$ cat src/common/fpc_pkg.sv
// Shared constants and types for the front panel command decoder.
`default_nettype none
package fpc_pkg;
    // -----------------------------------------------------------------
    // Command groups held in the two top bits of a command byte.
    // -----------------------------------------------------------------
    localparam logic [1:0] CMD_CFG = 2'h0;
    localparam logic [1:0] CMD_DATA = 2'h1;
    localparam logic [1:0] CMD_DISP = 2'h2;
    localparam logic [1:0] CMD_ADDR = 2'h3;
    // -----------------------------------------------------------------
    // Field positions.
    // -----------------------------------------------------------------
    localparam int CFG_NORMAL_BIT = 4;
    localparam int CFG_CLOCK_BIT = 3;
    localparam int CFG_HOTKEY_BIT = 2;
    localparam int CFG_GUARD_BIT = 0;
    localparam int FMT_RAW_BIT = 7;
    localparam int DATA_CLR_BIT = 3;
    localparam int DATA_FIXED_BIT = 2;
    // -----------------------------------------------------------------
    // Data setting operation and selector codes.
    // -----------------------------------------------------------------
    localparam logic [1:0] OP_WRITE = 2'h0;
    localparam logic [1:0] OP_RSVD = 2'h1;
    localparam logic [1:0] OP_READ1 = 2'h2;
    localparam logic [1:0] OP_READ2 = 2'h3;
    localparam logic [1:0] WR_MEM = 2'h0;
    localparam logic [1:0] WR_TEST_ON = 2'h1;
    localparam logic [1:0] WR_TEST_OFF = 2'h2;
    localparam logic [1:0] WR_LED = 2'h3;
    localparam logic [1:0] R2_RSVD_A = 2'h0;
    localparam logic [1:0] R2_RSVD_B = 2'h2;
    // -----------------------------------------------------------------
    // Reset values.
    // -----------------------------------------------------------------
    localparam logic [3:0] RST_LAYOUT = 4'h0;
    localparam logic [2:0] RST_PROTOCOL = 3'h0;
    localparam logic RST_RAW = 1'h1;
    localparam logic [3:0] RST_GUARD_S = 4'hA;
    localparam logic [5:0] RST_MEM_ADDR = 6'h10;
    localparam logic [3:0] RST_DIGIT = 4'h0;
    localparam logic [6:0] RST_SLAVE_ADDR = 7'h3A;
    // -----------------------------------------------------------------
    // Timing: one guard tick is one second of the 10 MHz clock.
    // -----------------------------------------------------------------
    localparam longint CLK_HZ = 10000000;
    localparam longint GUARD_TICK_S = 1;
    localparam int TICK_CYCLES = int'(CLK_HZ * GUARD_TICK_S);
    // -----------------------------------------------------------------
    // Kind of the command that is in force within a frame.
    // -----------------------------------------------------------------
    typedef enum logic [2:0] {
        CK_NONE = 3'b000,
        CK_CFG = 3'b001,
        CK_DATA = 3'b010,
        CK_DISP = 3'b011,
        CK_ADDR = 3'b100
    } fpc_kind_t;
endpackage : fpc_pkg
`default_nettype wire

$ cat src/hw/fpc_link_rx.sv
// Two-wire serial slave receiver that delivers written bytes.
`timescale 1ns/1ps
`default_nettype none
module fpc_link_rx
    import fpc_pkg::*;
#(
    parameter logic [6:0] SLAVE_ADDR = RST_SLAVE_ADDR
) (
    input wire logic clock,
    input wire logic reset,
    input wire logic scl_pin,
    input wire logic sda_in,
    output logic sda_out,
    output logic sda_oe,
    output logic byte_valid,
    output logic [7:0] byte_data,
    output logic first_byte,
    output logic frame_active
);
    // -----------------------------------------------------------------
    // Pin synchronisers and edge detection.
    // -----------------------------------------------------------------
    logic [1:0] scl_sync_ff;
    logic [1:0] sda_sync_ff;
    logic scl_prev_ff;
    logic sda_prev_ff;
    logic scl_rise;
    logic scl_fall;
    logic start_seen;
    logic stop_seen;
    logic [3:0] bit_cnt_ff;
    logic [7:0] shift_ff;
    logic addr_phase_ff;
    logic ack_phase_ff;
    logic first_ff;

    // Both pins pass two flip-flops before any logic reads them.
    always_ff @(posedge clock or posedge reset) begin
        if (reset) begin
            scl_sync_ff <= 2'h3;
            sda_sync_ff <= 2'h3;
            scl_prev_ff <= 1'h1;
            sda_prev_ff <= 1'h1;
        end else begin
            scl_sync_ff <= {scl_sync_ff[0], scl_pin};
            sda_sync_ff <= {sda_sync_ff[0], sda_in};
            scl_prev_ff <= scl_sync_ff[1];
            sda_prev_ff <= sda_sync_ff[1];
        end
    end

    assign scl_rise = scl_sync_ff[1] & ~scl_prev_ff;
    assign scl_fall = ~scl_sync_ff[1] & scl_prev_ff;
    assign start_seen = scl_sync_ff[1] & scl_prev_ff & sda_prev_ff & ~sda_sync_ff[1];
    assign stop_seen = scl_sync_ff[1] & scl_prev_ff & ~sda_prev_ff & sda_sync_ff[1];

    // Bit framing, address match and acknowledge.
    // address before command
    always_ff @(posedge clock or posedge reset) begin
        if (reset) begin
            bit_cnt_ff <= 4'h0;
            shift_ff <= 8'h00;
            addr_phase_ff <= 1'h0;
            ack_phase_ff <= 1'h0;
            frame_active <= 1'h0;
            first_ff <= 1'h0;
            sda_oe <= 1'h0;
            byte_valid <= 1'h0;
            byte_data <= 8'h00;
            first_byte <= 1'h0;
        end else begin
            byte_valid <= 1'h0;
            if (start_seen) begin
                bit_cnt_ff <= 4'h0;
                addr_phase_ff <= 1'h1;
                ack_phase_ff <= 1'h0;
                frame_active <= 1'h0;
                sda_oe <= 1'h0;
            end else if (stop_seen) begin
                addr_phase_ff <= 1'h0;
                frame_active <= 1'h0;
                sda_oe <= 1'h0;
            end else if (scl_rise && bit_cnt_ff < 4'h8) begin
                shift_ff <= {shift_ff[6:0], sda_sync_ff[1]};
                bit_cnt_ff <= bit_cnt_ff + 4'h1;
            end else if (scl_fall && ack_phase_ff) begin
                ack_phase_ff <= 1'h0;
                sda_oe <= 1'h0;
                bit_cnt_ff <= 4'h0;
            end else if (scl_fall && bit_cnt_ff == 4'h8) begin
                ack_phase_ff <= 1'h1;
                if (addr_phase_ff) begin
                    addr_phase_ff <= 1'h0;
                    if (shift_ff == {SLAVE_ADDR, 1'h0}) begin
                        frame_active <= 1'h1;
                        first_ff <= 1'h1;
                        sda_oe <= 1'h1;
                    end
                end else if (frame_active) begin
                    sda_oe <= 1'h1;
                    byte_valid <= 1'h1;
                    byte_data <= shift_ff;
                    first_byte <= first_ff;
                    first_ff <= 1'h0;
                end
            end
        end
    end

    // The pin is open drain, so only the enable carries data.
    assign sda_out = 1'h0;
endmodule : fpc_link_rx
`default_nettype wire

$ cat src/hw/fpc_cmd_decoder.sv
// Front panel command decoder: configuration, data setting and guard timer.
// Overview of operation
// - Only the first byte after a matched slave address is a command.
// - Command bytes with top bits 00 are configuration commands.
// - Config bits set normal display, clock display, all hotkeys, guard standby.
// - A new layout blanks the display until display on is requested.
// - Selecting the layout already in force leaves layout and display state as they are; the hour digit still loads.
// - Guard period is one to fifteen seconds, zero disables it.
// - Guard expiry raises the standby request when that action is chosen.
// - Clock display blanks while the host writes in normal mode.
// - Format bit seven low selects decoded remote output.
// - Format bit seven high selects raw remote output.
// - Reset gives sixteen digit twelve segment layout, display off.
// - Reset gives the default remote protocol with raw format.
// - Guard runs ten seconds at reset, stops after the first command.
// - Third byte bits seven to four pick the hour digit.
// - Command bytes with top bits 01 are data setting commands.
// - Bits five and four select write, read one or read two.
// - Bit three restarts the guard count, period unchanged.
// - Bit two fixes the address, else it increments per byte.
// - Write selector picks memory, test on, test off or indicators.
// - Read one selector picks keys, switches, remote or flags.
// - Read two selector picks configuration or clock registers.
// - Reset gives normal mode, auto increment, address 10 hex.
// - Command bytes with top bits 10 pass to the display handler.
`timescale 1ns/1ps
`default_nettype none
module fpc_cmd_decoder
    import fpc_pkg::*;
#(
    parameter int TICK_LEN = TICK_CYCLES,
    parameter logic [6:0] SLAVE_ADDR = RST_SLAVE_ADDR
) (
    input wire logic clock,
    input wire logic reset,
    input wire logic scl_pin,
    input wire logic sda_in,
    output logic sda_out,
    output logic sda_oe,
    input wire logic display_on_req,
    output logic display_on,
    output logic [3:0] layout_code,
    output logic normal_display,
    output logic clock_display,
    output logic clock_blank,
    output logic all_hotkeys,
    output logic remote_control_raw,
    output logic [2:0] remote_control_protocol,
    output logic [3:0] clock_digit,
    output logic [3:0] guard_period,
    output logic guard_running,
    output logic standby_request_output,
    output logic [1:0] data_op,
    output logic [1:0] data_sel,
    output logic fixed_addr,
    output logic test_mode,
    output logic read_request,
    output logic led_write,
    output logic mem_write,
    output logic [5:0] mem_addr,
    output logic [7:0] write_data,
    output logic disp_cmd_valid,
    output logic [7:0] disp_cmd_byte
);
    // -----------------------------------------------------------------
    // Serial receiver and byte classification.
    // -----------------------------------------------------------------
    logic byte_valid;
    logic [7:0] byte_data;
    logic first_byte;
    logic frame_active;
    fpc_kind_t kind_ff;
    logic [1:0] follow_cnt_ff;
    logic first_done_ff;
    logic [31:0] tick_cnt_ff;
    logic [3:0] sec_cnt_ff;
    logic guard_act_ff;
    logic guard_expire;
    logic is_cmd;
    logic cfg_fmt;
    logic cfg_layout;
    logic data_cmd;
    logic data_rsvd;
    logic guard_restart;
    logic data_byte;

    fpc_link_rx #(
        .SLAVE_ADDR(SLAVE_ADDR)
    ) u_rx (
        .clock(clock),
        .reset(reset),
        .scl_pin(scl_pin),
        .sda_in(sda_in),
        .sda_out(sda_out),
        .sda_oe(sda_oe),
        .byte_valid(byte_valid),
        .byte_data(byte_data),
        .first_byte(first_byte),
        .frame_active(frame_active)
    );

    // Byte roles within the current frame.
    assign is_cmd = byte_valid & first_byte;
    assign cfg_fmt = byte_valid & ~first_byte & (kind_ff == CK_CFG) & (follow_cnt_ff == 2'h0);
    assign cfg_layout = byte_valid & ~first_byte & (kind_ff == CK_CFG) & (follow_cnt_ff == 2'h1);
    assign data_byte = byte_valid & ~first_byte & (kind_ff == CK_ADDR);
    assign data_cmd = is_cmd & (byte_data[7:6] == CMD_DATA);
    assign data_rsvd = (byte_data[5:4] == OP_RSVD) | ((byte_data[5:4] == OP_READ2)
        & ((byte_data[1:0] == R2_RSVD_A) | (byte_data[1:0] == R2_RSVD_B)));
    assign guard_restart = data_cmd & byte_data[DATA_CLR_BIT];

    // -----------------------------------------------------------------
    // Command decoding.
    // -----------------------------------------------------------------
    // Tracks which command the following bytes belong to.
    // command byte first
    always_ff @(posedge clock or posedge reset) begin
        if (reset) begin
            kind_ff <= CK_NONE;
            follow_cnt_ff <= 2'h0;
            first_done_ff <= 1'h0;
        end else if (!frame_active) begin
            kind_ff <= CK_NONE;
        end else if (is_cmd) begin
            first_done_ff <= 1'h1;
            follow_cnt_ff <= 2'h0;
            case (byte_data[7:6])
                CMD_CFG: kind_ff <= CK_CFG;
                CMD_DATA: kind_ff <= CK_DATA;
                CMD_DISP: kind_ff <= CK_DISP;
                CMD_ADDR: kind_ff <= CK_ADDR;
                default: kind_ff <= CK_NONE;
            endcase
        end else if (byte_valid && follow_cnt_ff != 2'h3) begin
            follow_cnt_ff <= follow_cnt_ff + 2'h1;
        end
    end

    // Configuration command flags.
    // configuration bit meanings
    always_ff @(posedge clock or posedge reset) begin
        if (reset) begin
            normal_display <= 1'h1;
            clock_display <= 1'h0;
            all_hotkeys <= 1'h0;
            guard_act_ff <= 1'h1;
        end else if (is_cmd && byte_data[7:6] == CMD_CFG) begin
            normal_display <= byte_data[CFG_NORMAL_BIT];
            clock_display <= byte_data[CFG_CLOCK_BIT];
            all_hotkeys <= byte_data[CFG_HOTKEY_BIT];
            guard_act_ff <= byte_data[CFG_GUARD_BIT];
        end
    end

    // Remote output format, protocol and guard period.
    // decoded or raw
    always_ff @(posedge clock or posedge reset) begin
        if (reset) begin
            remote_control_raw <= RST_RAW;
            remote_control_protocol <= RST_PROTOCOL;
            guard_period <= RST_GUARD_S;
        end else if (cfg_fmt) begin
            remote_control_raw <= byte_data[FMT_RAW_BIT];
            remote_control_protocol <= byte_data[6:4];
            guard_period <= byte_data[3:0];
        end
    end

    // Layout, hour digit and display blanking.
    // layout reset value
    always_ff @(posedge clock or posedge reset) begin
        if (reset) begin
            layout_code <= RST_LAYOUT;
            clock_digit <= RST_DIGIT;
            display_on <= 1'h0;
        end else begin
            if (cfg_layout) begin
                clock_digit <= byte_data[7:4];
                if (byte_data[3:0] != layout_code) begin
                    layout_code <= byte_data[3:0];
                    display_on <= 1'h0;
                end else if (display_on_req) begin
                    display_on <= 1'h1;
                end
            end else if (display_on_req) begin
                display_on <= 1'h1;
            end
        end
    end

    // Clock display goes dark while the host is writing in normal mode.
    // blank during writes
    always_ff @(posedge clock or posedge reset) begin
        if (reset) begin
            clock_blank <= 1'h0;
        end else begin
            clock_blank <= clock_display & normal_display & frame_active;
        end
    end

    // -----------------------------------------------------------------
    // Data setting command.
    // -----------------------------------------------------------------
    // Operation, selector, addressing mode and test mode.
    // operation select
    always_ff @(posedge clock or posedge reset) begin
        if (reset) begin
            data_op <= OP_WRITE;
            data_sel <= WR_MEM;
            fixed_addr <= 1'h0;
            test_mode <= 1'h0;
            read_request <= 1'h0;
            led_write <= 1'h0;
        end else begin
            read_request <= 1'h0;
            led_write <= byte_valid & ~first_byte & (kind_ff == CK_DATA)
                & (data_op == OP_WRITE) & (data_sel == WR_LED);
            if (data_cmd && !data_rsvd) begin
                data_op <= byte_data[5:4];
                data_sel <= byte_data[1:0];
                fixed_addr <= byte_data[DATA_FIXED_BIT];
                read_request <= byte_data[5];
                if (byte_data[5:4] == OP_WRITE && byte_data[1:0] == WR_TEST_ON) begin
                    test_mode <= 1'h1;
                end else if (byte_data[5:4] == OP_WRITE && byte_data[1:0] == WR_TEST_OFF) begin
                    test_mode <= 1'h0;
                end
            end
        end
    end

    // Display memory pointer and write strobe.
    // address reset value
    always_ff @(posedge clock or posedge reset) begin
        if (reset) begin
            mem_addr <= RST_MEM_ADDR;
            mem_write <= 1'h0;
            write_data <= 8'h00;
        end else begin
            mem_write <= data_byte;
            if (byte_valid && !first_byte) begin
                write_data <= byte_data;
            end
            if (is_cmd && byte_data[7:6] == CMD_ADDR) begin
                mem_addr <= byte_data[5:0];
            end else if (mem_write && !fixed_addr) begin
                mem_addr <= mem_addr + 6'h01;
            end
        end
    end

    // Display control commands leave this block as a strobe.
    // display control forward
    always_ff @(posedge clock or posedge reset) begin
        if (reset) begin
            disp_cmd_valid <= 1'h0;
            disp_cmd_byte <= 8'h00;
        end else begin
            disp_cmd_valid <= is_cmd & (byte_data[7:6] == CMD_DISP);
            if (is_cmd && byte_data[7:6] == CMD_DISP) begin
                disp_cmd_byte <= byte_data;
            end
        end
    end

    // -----------------------------------------------------------------
    // Guard timer.
    // -----------------------------------------------------------------
    // Enable: on at reset, off after the first command, on again by a new non-zero period.
    // guard enable
    always_ff @(posedge clock or posedge reset) begin
        if (reset) begin
            guard_running <= 1'h1;
        end else if (cfg_fmt) begin
            guard_running <= (byte_data[3:0] != 4'h0);
        end else if (is_cmd && !first_done_ff) begin
            guard_running <= 1'h0;
        end
    end

    assign guard_expire = guard_running & (tick_cnt_ff == 32'(TICK_LEN - 1))
        & (sec_cnt_ff + 4'h1 >= guard_period);

    // Second prescaler and second counter.
    // restart guard count
    always_ff @(posedge clock or posedge reset) begin
        if (reset) begin
            tick_cnt_ff <= 32'h0;
            sec_cnt_ff <= 4'h0;
        end else if (!guard_running || guard_restart || cfg_fmt || guard_expire) begin
            tick_cnt_ff <= 32'h0;
            sec_cnt_ff <= 4'h0;
        end else if (tick_cnt_ff == 32'(TICK_LEN - 1)) begin
            tick_cnt_ff <= 32'h0;
            sec_cnt_ff <= sec_cnt_ff + 4'h1;
        end else begin
            tick_cnt_ff <= tick_cnt_ff + 32'h1;
        end
    end

    // Standby request is held until the host restarts the guard.
    // expiry action
    always_ff @(posedge clock or posedge reset) begin
        if (reset) begin
            standby_request_output <= 1'h0;
        end else if (guard_expire && guard_act_ff) begin
            standby_request_output <= 1'h1;
        end else if (guard_restart) begin
            standby_request_output <= 1'h0;
        end
    end
endmodule : fpc_cmd_decoder
`default_nettype wire

$ cat config.mk
export PLATFORM = sky130hd
export DESIGN_NAME = fpc_cmd_decoder
export DESIGN_NICKNAME = d
export VERILOG_FILES = /design/src/common/fpc_pkg.sv /design/src/hw/fpc_link_rx.sv /design/src/hw/fpc_cmd_decoder.sv
export SDC_FILE = /design/constraint.sdc
export NUM_CORES = 1
export LEC_CHECK = 0
export BUFFER_PORTS_ARGS = -buffer_cell sky130_fd_sc_hd__buf_2
export CAP_MARGIN = 0
export CORE_MARGIN = 1.5
export CORE_UTILIZATION = 40
export DETAILED_ROUTE_END_ITERATION = 16
export REMOVE_ABC_BUFFERS = 1
export SYNTH_ARGS = -nofsm -noshare
export SYNTH_HDL_FRONTEND = slang
export SYNTH_SLANG_ARGS = --single-unit
export TNS_END_PERCENT = 10
$ cat constraint.sdc
create_clock -name clock -period 4.5 [get_ports clock]
set_input_delay 0.45 -clock clock [delete_from_list [all_inputs] [get_ports clock]]
set_output_delay 0.45 -clock clock [all_outputs]
set_load 0.01 [all_outputs]
==> results of run 1 <==
-- power breakdown --
group / leakage (nW) / switching [mW] / internal (mW)
logic: 1.20 / 0.0692 / 0.0684
registers: 1.75 / 0.0556 / 1.24
clock network: 0.274 / 0.514 / 0.791
-- layer usage --
layer | global-route usage, % | vias to the layer above | part of all wire [%]
li1 | - | 2032 | -
met1 | 24.6 | 2180 | 47
met2 | 27.8 | 93 | 48
met3 | 4.49 | 11 | 4.1
met4 | 6.15 | 0 | 0.91
met5 | 0 | - | 0
-- path summary, 6_finish.rpt --
| path | startpoint | endpoint | cells after the start |
|---|---|---|---|
| max in group asynchronous | reset | u_rx.shift_ff[4] | 3 |
| worst max-delay path | u_rx.first_byte | tick_cnt_ff[11] | 6 |
| worst min register to register | u_rx.scl_sync_ff[0] | u_rx.scl_sync_ff[1] | 0 |
| worst max register to register | u_rx.first_byte | tick_cnt_ff[11] | 6 |
| min in group clock | sda_in | u_rx.sda_sync_ff[0] | 1 |
| worst min-delay path | reset | sec_cnt_ff[2] | 2 |
-- cell usage in the layout (no fill, tap or decap), drive strengths merged, types with 11 or more instances in the layout --
| cell type | netlist | final |
|---|---|---|
| a21oi | 21 | 21 |
| buf | 6 | 65 |
| clkbuf | 15 | 21 |
| dfrtp | 118 | 118 |
| dfstp | 13 | 13 |
| ha | 17 | 17 |
| inv | 24 | 26 |
| mux2 | 45 | 45 |
| nand2 | 57 | 57 |
| nand3 | 16 | 16 |
| nand4 | 13 | 13 |
| nor2 | 40 | 40 |
| nor3 | 16 | 16 |
| o21ai | 31 | 31 |
| xnor2 | 23 | 23 |
| xor2 | 11 | 11 |
-- stage by stage --
step	worst slack [ps]	total power, mW	utilization [%]	hold slack (ps)
global route	1690	2.85	48.1	109
floorplan	574	1.41	-	345
CTS	1870	2.77	48.1	111
global placement	1990	1.44	44.2	346
finish	1940	2.74	48.1	128
detailed placement	1840	1.46	44.2	347
-- critical path: cells and delay by family (launching register included) --
kind	cells	cell delay, ps
buf+inv	1	210
flops	1	430
simple gates	5	1740
-- registers in the layout (all words and copies together) (netlist names), 2 cells and up --
| signal | flops |
|---|---|
| tick_cnt_ff | 32 |
| disp_cmd_byte | 8 |
| u_rx.byte_data | 8 |
| u_rx.shift_ff | 8 |
| write_data | 8 |
| mem_addr | 6 |
| clock_digit | 4 |
| guard_period | 4 |
| layout_code | 4 |
| sec_cnt_ff | 4 |
| u_rx.bit_cnt_ff | 4 |
| kind_ff | 3 |
| remote_control_protocol | 3 |
| data_op | 2 |
| data_sel | 2 |
| follow_cnt_ff | 2 |
| u_rx.scl_sync_ff | 2 |
| u_rx.sda_sync_ff | 2 |
-- Yosys cell counts (2+ instances only) --
library cell	count
a21o_1	3
a21oi_1	20
a31o_2	3
and2_1	7
and3_1	7
and4_1	3
buf_2	2
buf_4	2
buf_6	2
clkbuf_1	15
dfrtp_1	118
dfstp_2	13
ha_1	17
inv_1	24
mux2_2	45
mux2i_1	2
nand2_1	57
nand2b_1	6
nand3_1	16
nand3b_1	3
nand4_1	13
nand4b_1	4
nor2_1	40
nor3_1	15
nor3b_1	3
nor4_1	6
nor4b_1	3
nor4bb_1	2
o211ai_1	2
o21ai_0	31
o22a_1	2
or3_1	5
or4_1	2
xnor2_1	23
xor2_1	11
-- final cells by class --
type,count,area [um2]
multi-input cells,370,2500
clock buffers,21,460
repair buffers,65,338
fillers,1352,7570
clock inverters,11,104
well taps,184,230
flip-flops and latches,131,3290
inverters,24,92.6
-- logic make-up after synthesis --
| family | Yosys count | share of synthesized area (%) |
|---|---|---|
| other cells | 1 | 0.0626 |
| flops | 131 | 55.0 |
| mux | 47 | 8.80 |
| xor+xnor | 34 | 4.97 |
| fa+ha+maj | 17 | 3.55 |
| buf+inv | 45 | 3.24 |
| simple gates | 198 | 17.0 |
| compound gates | 73 | 7.38 |
==> results_dict.tcl, run 1 <==
set metrics [dict create \
    grt_pass1_vias 4222 \
    setup_viol 0 \
    grt_util_all_layers_pct 17.9 \
    yosys_warnings 0 \
    maxCapViolCount 0 \
    clock-sinks 131 \
    initial_utilization_pct 41.0 \
    outcome "complete, no violations" \
    cts_hold_buf 0 \
    critPathSlowestCell "or2_1" \
    rsz0062_at_grt "no" \
    critPathLaunchType "flop" \
    synth_top_area_share_pct 49.3 \
    drc 0 \
    pin_count 62 \
    crit_chain "nor3b_1 -> nand4b_1 -> buf_4 -> nand3_1 -> or2_1 -> nor2_1" \
    min_path_type "primary input to asynchronous set/reset pin" \
    ys_top_cells_by_area "dfrtp_1 49%, mux2_2 8.5%, dfstp_2 5.7%" \
    synth_edf_count 0 \
    path_max_fanout 27 \
    tns_ps 0 \
    grt_pass1_wl_mm 22.1 \
    netlist_instances 546 \
    drt_first_iter_violations 369 \
    cts.repair.resized 0 \
    synth_flop_cell "dfrtp_1" \
    wl_per_cell_um 16.7 \
    clock_latency_ps 420 \
    nNetsFinal 631 \
    cts-root-buf "clkbuf_16" \
    wirelength_mm 13.5 \
    cts_setup_buffers 0 \
    diodes 0 \
    slowest_delay_ps 800 \
    fin_skew_ps 9.92 \
    fin_crit_sh_pct 57.0 \
    port_buffers 60 \
    grt_max_degree 51 \
    yosysSeqAreaShare_pct 55.0 \
    cts_buffers 17 \
    finalHoldViolations 0 \
    ir_drop_v 0.000323 \
    rrSetupSlack_ps 1940 \
    syn2layout_area_growth_pct 17.2 \
    cp-end-kind "flop" \
    postSynth.asyncResetShare_pct 100 \
    cts_buffer_depth 2 \
    dp_hpwl_mm 9.33 \
    antenna_found_initial 0 \
    synth.avg_cell_area_um2 11.0 \
    core_um2 14600 \
    ys_types 54 \
    fmax_mhz 390 \
    final_layout_size_suffix_gt1_share_pct 25.9 \
    cts_tree "yes" \
    cp.arrival_ps 2820 \
    dieArea_um2 15700 \
    die_h_um 125 \
    ys_seq_elements 131 \
    vias_per_cell 5.35 \
    syn_area_um2 5990 \
    vias 4316 \
    post_dp_cell_area_um2 6450 \
    grt_overflow 0 \
    num_rows 44 \
    synth_area_leader_cell "dfrtp_1" \
    drv_slew 0 \
    place.gp.congestion 0.782 \
    p_leak_nw 3.23 \
    firstDrtPassIters 5 \
    die_w_um 125 \
    design_area_um2 7020 \
    worstPathRequired_ps 4760 \
    htreeDepth 4 \
    antenna_left 0 \
    maxSlewHeadroom_pct 36.5 \
    clkTransAtPathRegs_ps 60 \
    power_density_nw_per_um2 390 \
    layout.cells.non_filler 806 \
    period_needed_ps 2560 \
    worst_pin_slew_ps 952 \
    dpl.cell_count 774 \
    setup.worst_path.class "flop to flop" \
]
Power figures use the tool's default switching activity.
==> inputs of run 2 (changes only) <==
clock period = 2.5 ns   (was 4.5 ns; I/O delays follow)
==> results_dict.tcl, run 2 (same netlist as run 1, synthesis figures left out) <==
set metrics [dict create \
    outcome "complete, no violations" \
    fin_skew_ps 13.0 \
    path_max_fanout 5 \
    setup_slack_ps 390 \
    num_rows 44 \
    grt_overflow 0 \
    top_register "tick_cnt_ff" \
    post_dp_cell_area_um2 6550 \
    final_common_cell "dfrtp_1" \
    grt_util_all_layers_pct 17.8 \
    min_path_type "primary input to flop" \
    setup_viol 0 \
    cts_buffer_depth 2 \
    fin_crit_sh_pct 84.4 \
    drt_first_iter_violations 364 \
    pin_count 62 \
    critical_path_buf_inv_count 0 \
    setup.worst_path.class "flop to flop" \
    cp.arrival_ps 2460 \
    n_fill_cell 1327 \
    fmax_mhz 474 \
    antenna_left 0 \
    crit_chain "ha_1 -> ha_1 -> a2111o_1 -> a31o_2 -> a211oi_1 -> a41o_1" \
    antenna_found_initial 0 \
    cts.repair.resized 0 \
    drc 0 \
    finalHoldViolations 0 \
    dieArea_um2 15700 \
    power_density_nw_per_um2 701 \
    port_buffers 60 \
    wl_per_cell_um 16.2 \
    cp-end-kind "flop" \
    worst_pin_slew_ps 693 \
    initial_utilization_pct 41.0 \
    pre_cts_ws_ps 408 \
    maxCapViolCount 0 \
    worstPathRequired_ps 2850 \
    htreeDepth 4 \
    clock_latency_ps 420 \
    cts-root-buf "clkbuf_16" \
    grt_max_degree 56 \
    maxSlewHeadroom_pct 53.8 \
    die_w_um 125 \
    layout.cells.non_filler 822 \
    slowest_delay_ps 420 \
    grt_pass1_vias 4262 \
    firstDrtPassIters 4 \
    clock-sinks 131 \
    dpl.cell_count 787 \
    syn2layout_area_growth_pct 19.7 \
    die_h_um 125 \
    dp_hpwl_mm 9.47 \
    vias_per_cell 5.23 \
    core_um2 14600 \
    nNetsFinal 647 \
    fin_util_pct 49.1 \
    diodes 0 \
    design_area_um2 7170 \
    critPathSlowestCell "dfrtp_1" \
    p_leak_nw 3.31 \
    cts_setup_buffers 0 \
    cts_hold_buf 3 \
    period_needed_ps 2110 \
    clkTransAtPathRegs_ps 60 \
    layout_common_cells "118 x dfrtp_1, 60 x buf_2, 57 x nand2_1, 45 x mux2_2, 40 x nor2_1" \
    vias 4301 \
    wirelength_mm 13.3 \
    largest_register_ffs 32 \
    crit_path_frequent_cell "ha_1" \
    cts_tree "yes" \
    multi_input_area_um2 2500 \
    drv_slew 0 \
    regArea_um2 3290 \
    place.gp.congestion 0.836 \
    grt_pass1_wl_mm 22.0 \
    final_layout_size_suffix_gt1_share_pct 27.0 \
    cts_buffers 17 \
    rsz0062_at_grt "no" \
    path_delay_family "compound AO/OA/AOI/OAI gates" \
    critPathLaunchType "flop" \
    ir_drop_v 0.000561 \
]
[run 2: cell type report]
type	count	share of cell area [%]
flip-flops and latches	131	46.0
multi-input cells	370	34.9
well taps	184	3.21
inverters	24	1.29
repair buffers	81	6.49
clock inverters	8	1.45
clock buffers	24	6.72
[run 2: power by group]
group          leakage (nW)  switching [mW]  internal, mW
Clock                 0.273           0.889          1.55
Sequential             1.75           0.101          2.23
Combinational          1.28           0.126         0.132
Total                  3.31            1.12          3.91
[run 2: worst register-to-register path, cell delays in order (launching register included)]
cell and delay (ps):
dfrtp_1 420, ha_1 350, ha_1 290, a2111o_1 400
a31o_2 240, a211oi_1 230, a41o_1 120
[run 2: through the flow]
stage / hold slack (ps) / setup TNS, ps / total power [mW]
after floorplan: 254 / -148420 / 2.54
after global placement: 346 / 0 / 2.61
after detailed placement: 348 / 0 / 2.63
after CTS: 80.8 / 0 / 5.09
after global routing: 93.1 / 0 / 5.23
final: 98.6 / 0 / 5.03
[run 2: final timing paths]
check                      slack, ps                  end           startpoint  cells after the start
max reg2reg                      390        sec_cnt_ff[2]        sec_cnt_ff[0]                      6
min                              100           display_on       display_on_req                      2
min in group asynchronous        510       tick_cnt_ff[7]                reset                      3
max                              390        sec_cnt_ff[2]        sec_cnt_ff[0]                      6
min reg2reg                      360  u_rx.scl_sync_ff[1]  u_rx.scl_sync_ff[0]                      0
max in group asynchronous       1200   remote_control_raw                reset                      4
[run 2: per-layer routing]
metal / vias up / global-route usage (%) / wire length [um]
li1: 2061 / - / -
met3: 9 / 4.92 / 668
met1: 2145 / 23.5 / 5920
met4: 0 / 5.55 / 122
met2: 86 / 28.8 / 6620
met5: - / 0 / 0
==> inputs of run 3 (changes only) <==
clock period = 2.05 ns   (was 2.5 ns; I/O delays follow)
==> results_dict.tcl, run 3 (same netlist as run 1, synthesis figures left out) <==
set metrics [dict create \
    worstPathRequired_ps 2390 \
    grt_pass1_vias 4309 \
    swShare_pct 21.2 \
    fin_util_pct 50.3 \
    initial_utilization_pct 41.0 \
    crit_path_frequent_cell "ha_1" \
    period_needed_ps 2020 \
    die_w_um 125 \
    dp_hpwl_mm 9.44 \
    maxSlewHeadroom_pct 57.0 \
    drc 0 \
    die_h_um 125 \
    post_dp_cell_area_um2 6690 \
    grt_util_all_layers_pct 18.1 \
    grt_overflow 0 \
    layout_common_cells "118 x dfrtp_1, 60 x buf_2, 57 x nand2_1, 45 x mux2_2, 40 x nor2_1" \
    wl_per_cell_um 15.9 \
    dpl.cell_count 800 \
    ir_drop_v 0.000703 \
    intPower_mw 4.90 \
    slowest_delay_ps 410 \
    path_max_fanout 3 \
    pwr-share-clk_pct 49.1 \
    largest_register_ffs 32 \
    num_rows 44 \
    antenna_left 0 \
    cp-end-kind "flop" \
    clock-sinks 131 \
    layout.cells.non_filler 837 \
    p_leak_nw 3.42 \
    finalHoldViolations 0 \
    combPwrFrac_pct 5.2 \
    final_layout_size_suffix_gt1_share_pct 28.6 \
    final_common_cell "dfrtp_1" \
    grt_pass1_wl_mm 22.2 \
    nNetsFinal 662 \
    outcome "complete, no violations" \
    crit_chain "ha_1 -> ha_1 -> a2111o_1 -> a31o_2 -> a211oi_2 -> a41o_1" \
    port_buffers 60 \
    antenna_found_initial 0 \
    drv_slew 0 \
    design_area_um2 7340 \
    firstDrtPassIters 5 \
    p_sw_mw 1.32 \
    clkTransAtPathRegs_ps 50 \
    clock_latency_ps 410 \
    wirelength_mm 13.3 \
    critPathLaunchType "flop" \
    fin_crit_sh_pct 98.4 \
    vias 4329 \
    pre_cts_ws_ps -39.0 \
    power_density_nw_per_um2 847 \
    place.gp.congestion 0.813 \
    p_seq_share_pct 45.8 \
    top_register "tick_cnt_ff" \
    worst_pin_slew_ps 644 \
    rsz0062_at_grt "yes" \
    fin_skew_ps 7.43 \
    setup.worst_path.class "flop to flop" \
    cp.arrival_ps 2360 \
    min_path_type "primary input to flop" \
    core_um2 14600 \
    cts-root-buf "clkbuf_16" \
    critPathSlowestCell "a2111o_1" \
    pin_count 62 \
    hold_slack_ps 29.0 \
    cts_buffer_depth 2 \
    fmax_mhz 495 \
    syn2layout_area_growth_pct 22.5 \
    htreeDepth 4 \
    cts_tree "yes" \
    maxCapViolCount 0 \
    setup_viol 0 \
    cts_buffers 17 \
    drt_first_iter_violations 280 \
    grt_max_degree 45 \
    dieArea_um2 15700 \
    vias_per_cell 5.17 \
    diodes 0 \
    setup_slack_ps 31.8 \
]
-- run 3: cell count changes in the layout (fill, tap and decap cells not counted), sizes merged --
cell	previous run	this run
bufinv	2	3
clkinvlp	4	0
buf	78	93
clkbuf	24	27
-- run 3: area by class of cell --
cell class / instances / area, um2
multi-input cells: 370 / 2510
flip-flops and latches: 131 / 3290
inverters: 24 / 92.6
clock inverters: 5 / 100
well taps: 184 / 230
clock buffers: 27 / 493
fillers: 1260 / 7250
repair buffers: 96 / 616
-- run 3: final timing paths --
check / startpoint / end / slack [ps] / cells after the start
worst max-delay path: sec_cnt_ff[0] / sec_cnt_ff[2] / 30 / 6
worst min-delay path: display_on_req / display_on / 30 / 2
worst max register to register: sec_cnt_ff[0] / sec_cnt_ff[2] / 30 / 6
worst min register to register: u_rx.scl_sync_ff[0] / u_rx.scl_sync_ff[1] / 350 / 0
max in group asynchronous: reset / write_data[4] / 1080 / 4
min in group asynchronous: reset / layout_code[3] / 310 / 3
-- run 3: power groups by stage --
stage	registers [mW]	logic [mW]	clock network, mW
after floorplan	2.85	0.244	0
after global placement	2.88	0.303	0
after detailed placement	2.89	0.317	0
after CTS	2.84	0.329	3.13
after global routing	2.87	0.370	3.25
final	2.85	0.322	3.05
-- run 3: metrics by stage --
step / setup TNS, ps / power, mW
after global routing: -133 / 6.48
final: 0 / 6.22
after global placement: 0 / 3.19
after detailed placement: -39.0 / 3.20
after floorplan: -210040 / 3.09
after CTS: 0 / 6.30
-- run 3: worst max-delay path, delay by kind of cell (launching register included) --
family,cells,cell delay (ps)
adder cells (fa/ha/maj),2,590
flip-flops,1,400
AO/OA/AOI/OAI,4,970
-- run 3: what timing repair did --
item / in CTS / in global routing
endpoints found under the hold margin: 21 / 0
pin swaps: 3 / 1
endpoints found under the setup margin: 1 / 12
buffers inserted: 2 / 0
hold buffers: 3 / 0
gates resized for setup: 1 / 2
-- run 3: layer usage --
layer | vias to the layer above | global-route usage [%] | share of wire, %
met2 | 84 | 29.0 | 50
met5 | - | 0 | 0
met4 | 0 | 6.82 | 0.74
met3 | 9 | 5.05 | 4.1
met1 | 2148 | 23.5 | 45
li1 | 2088 | - | -
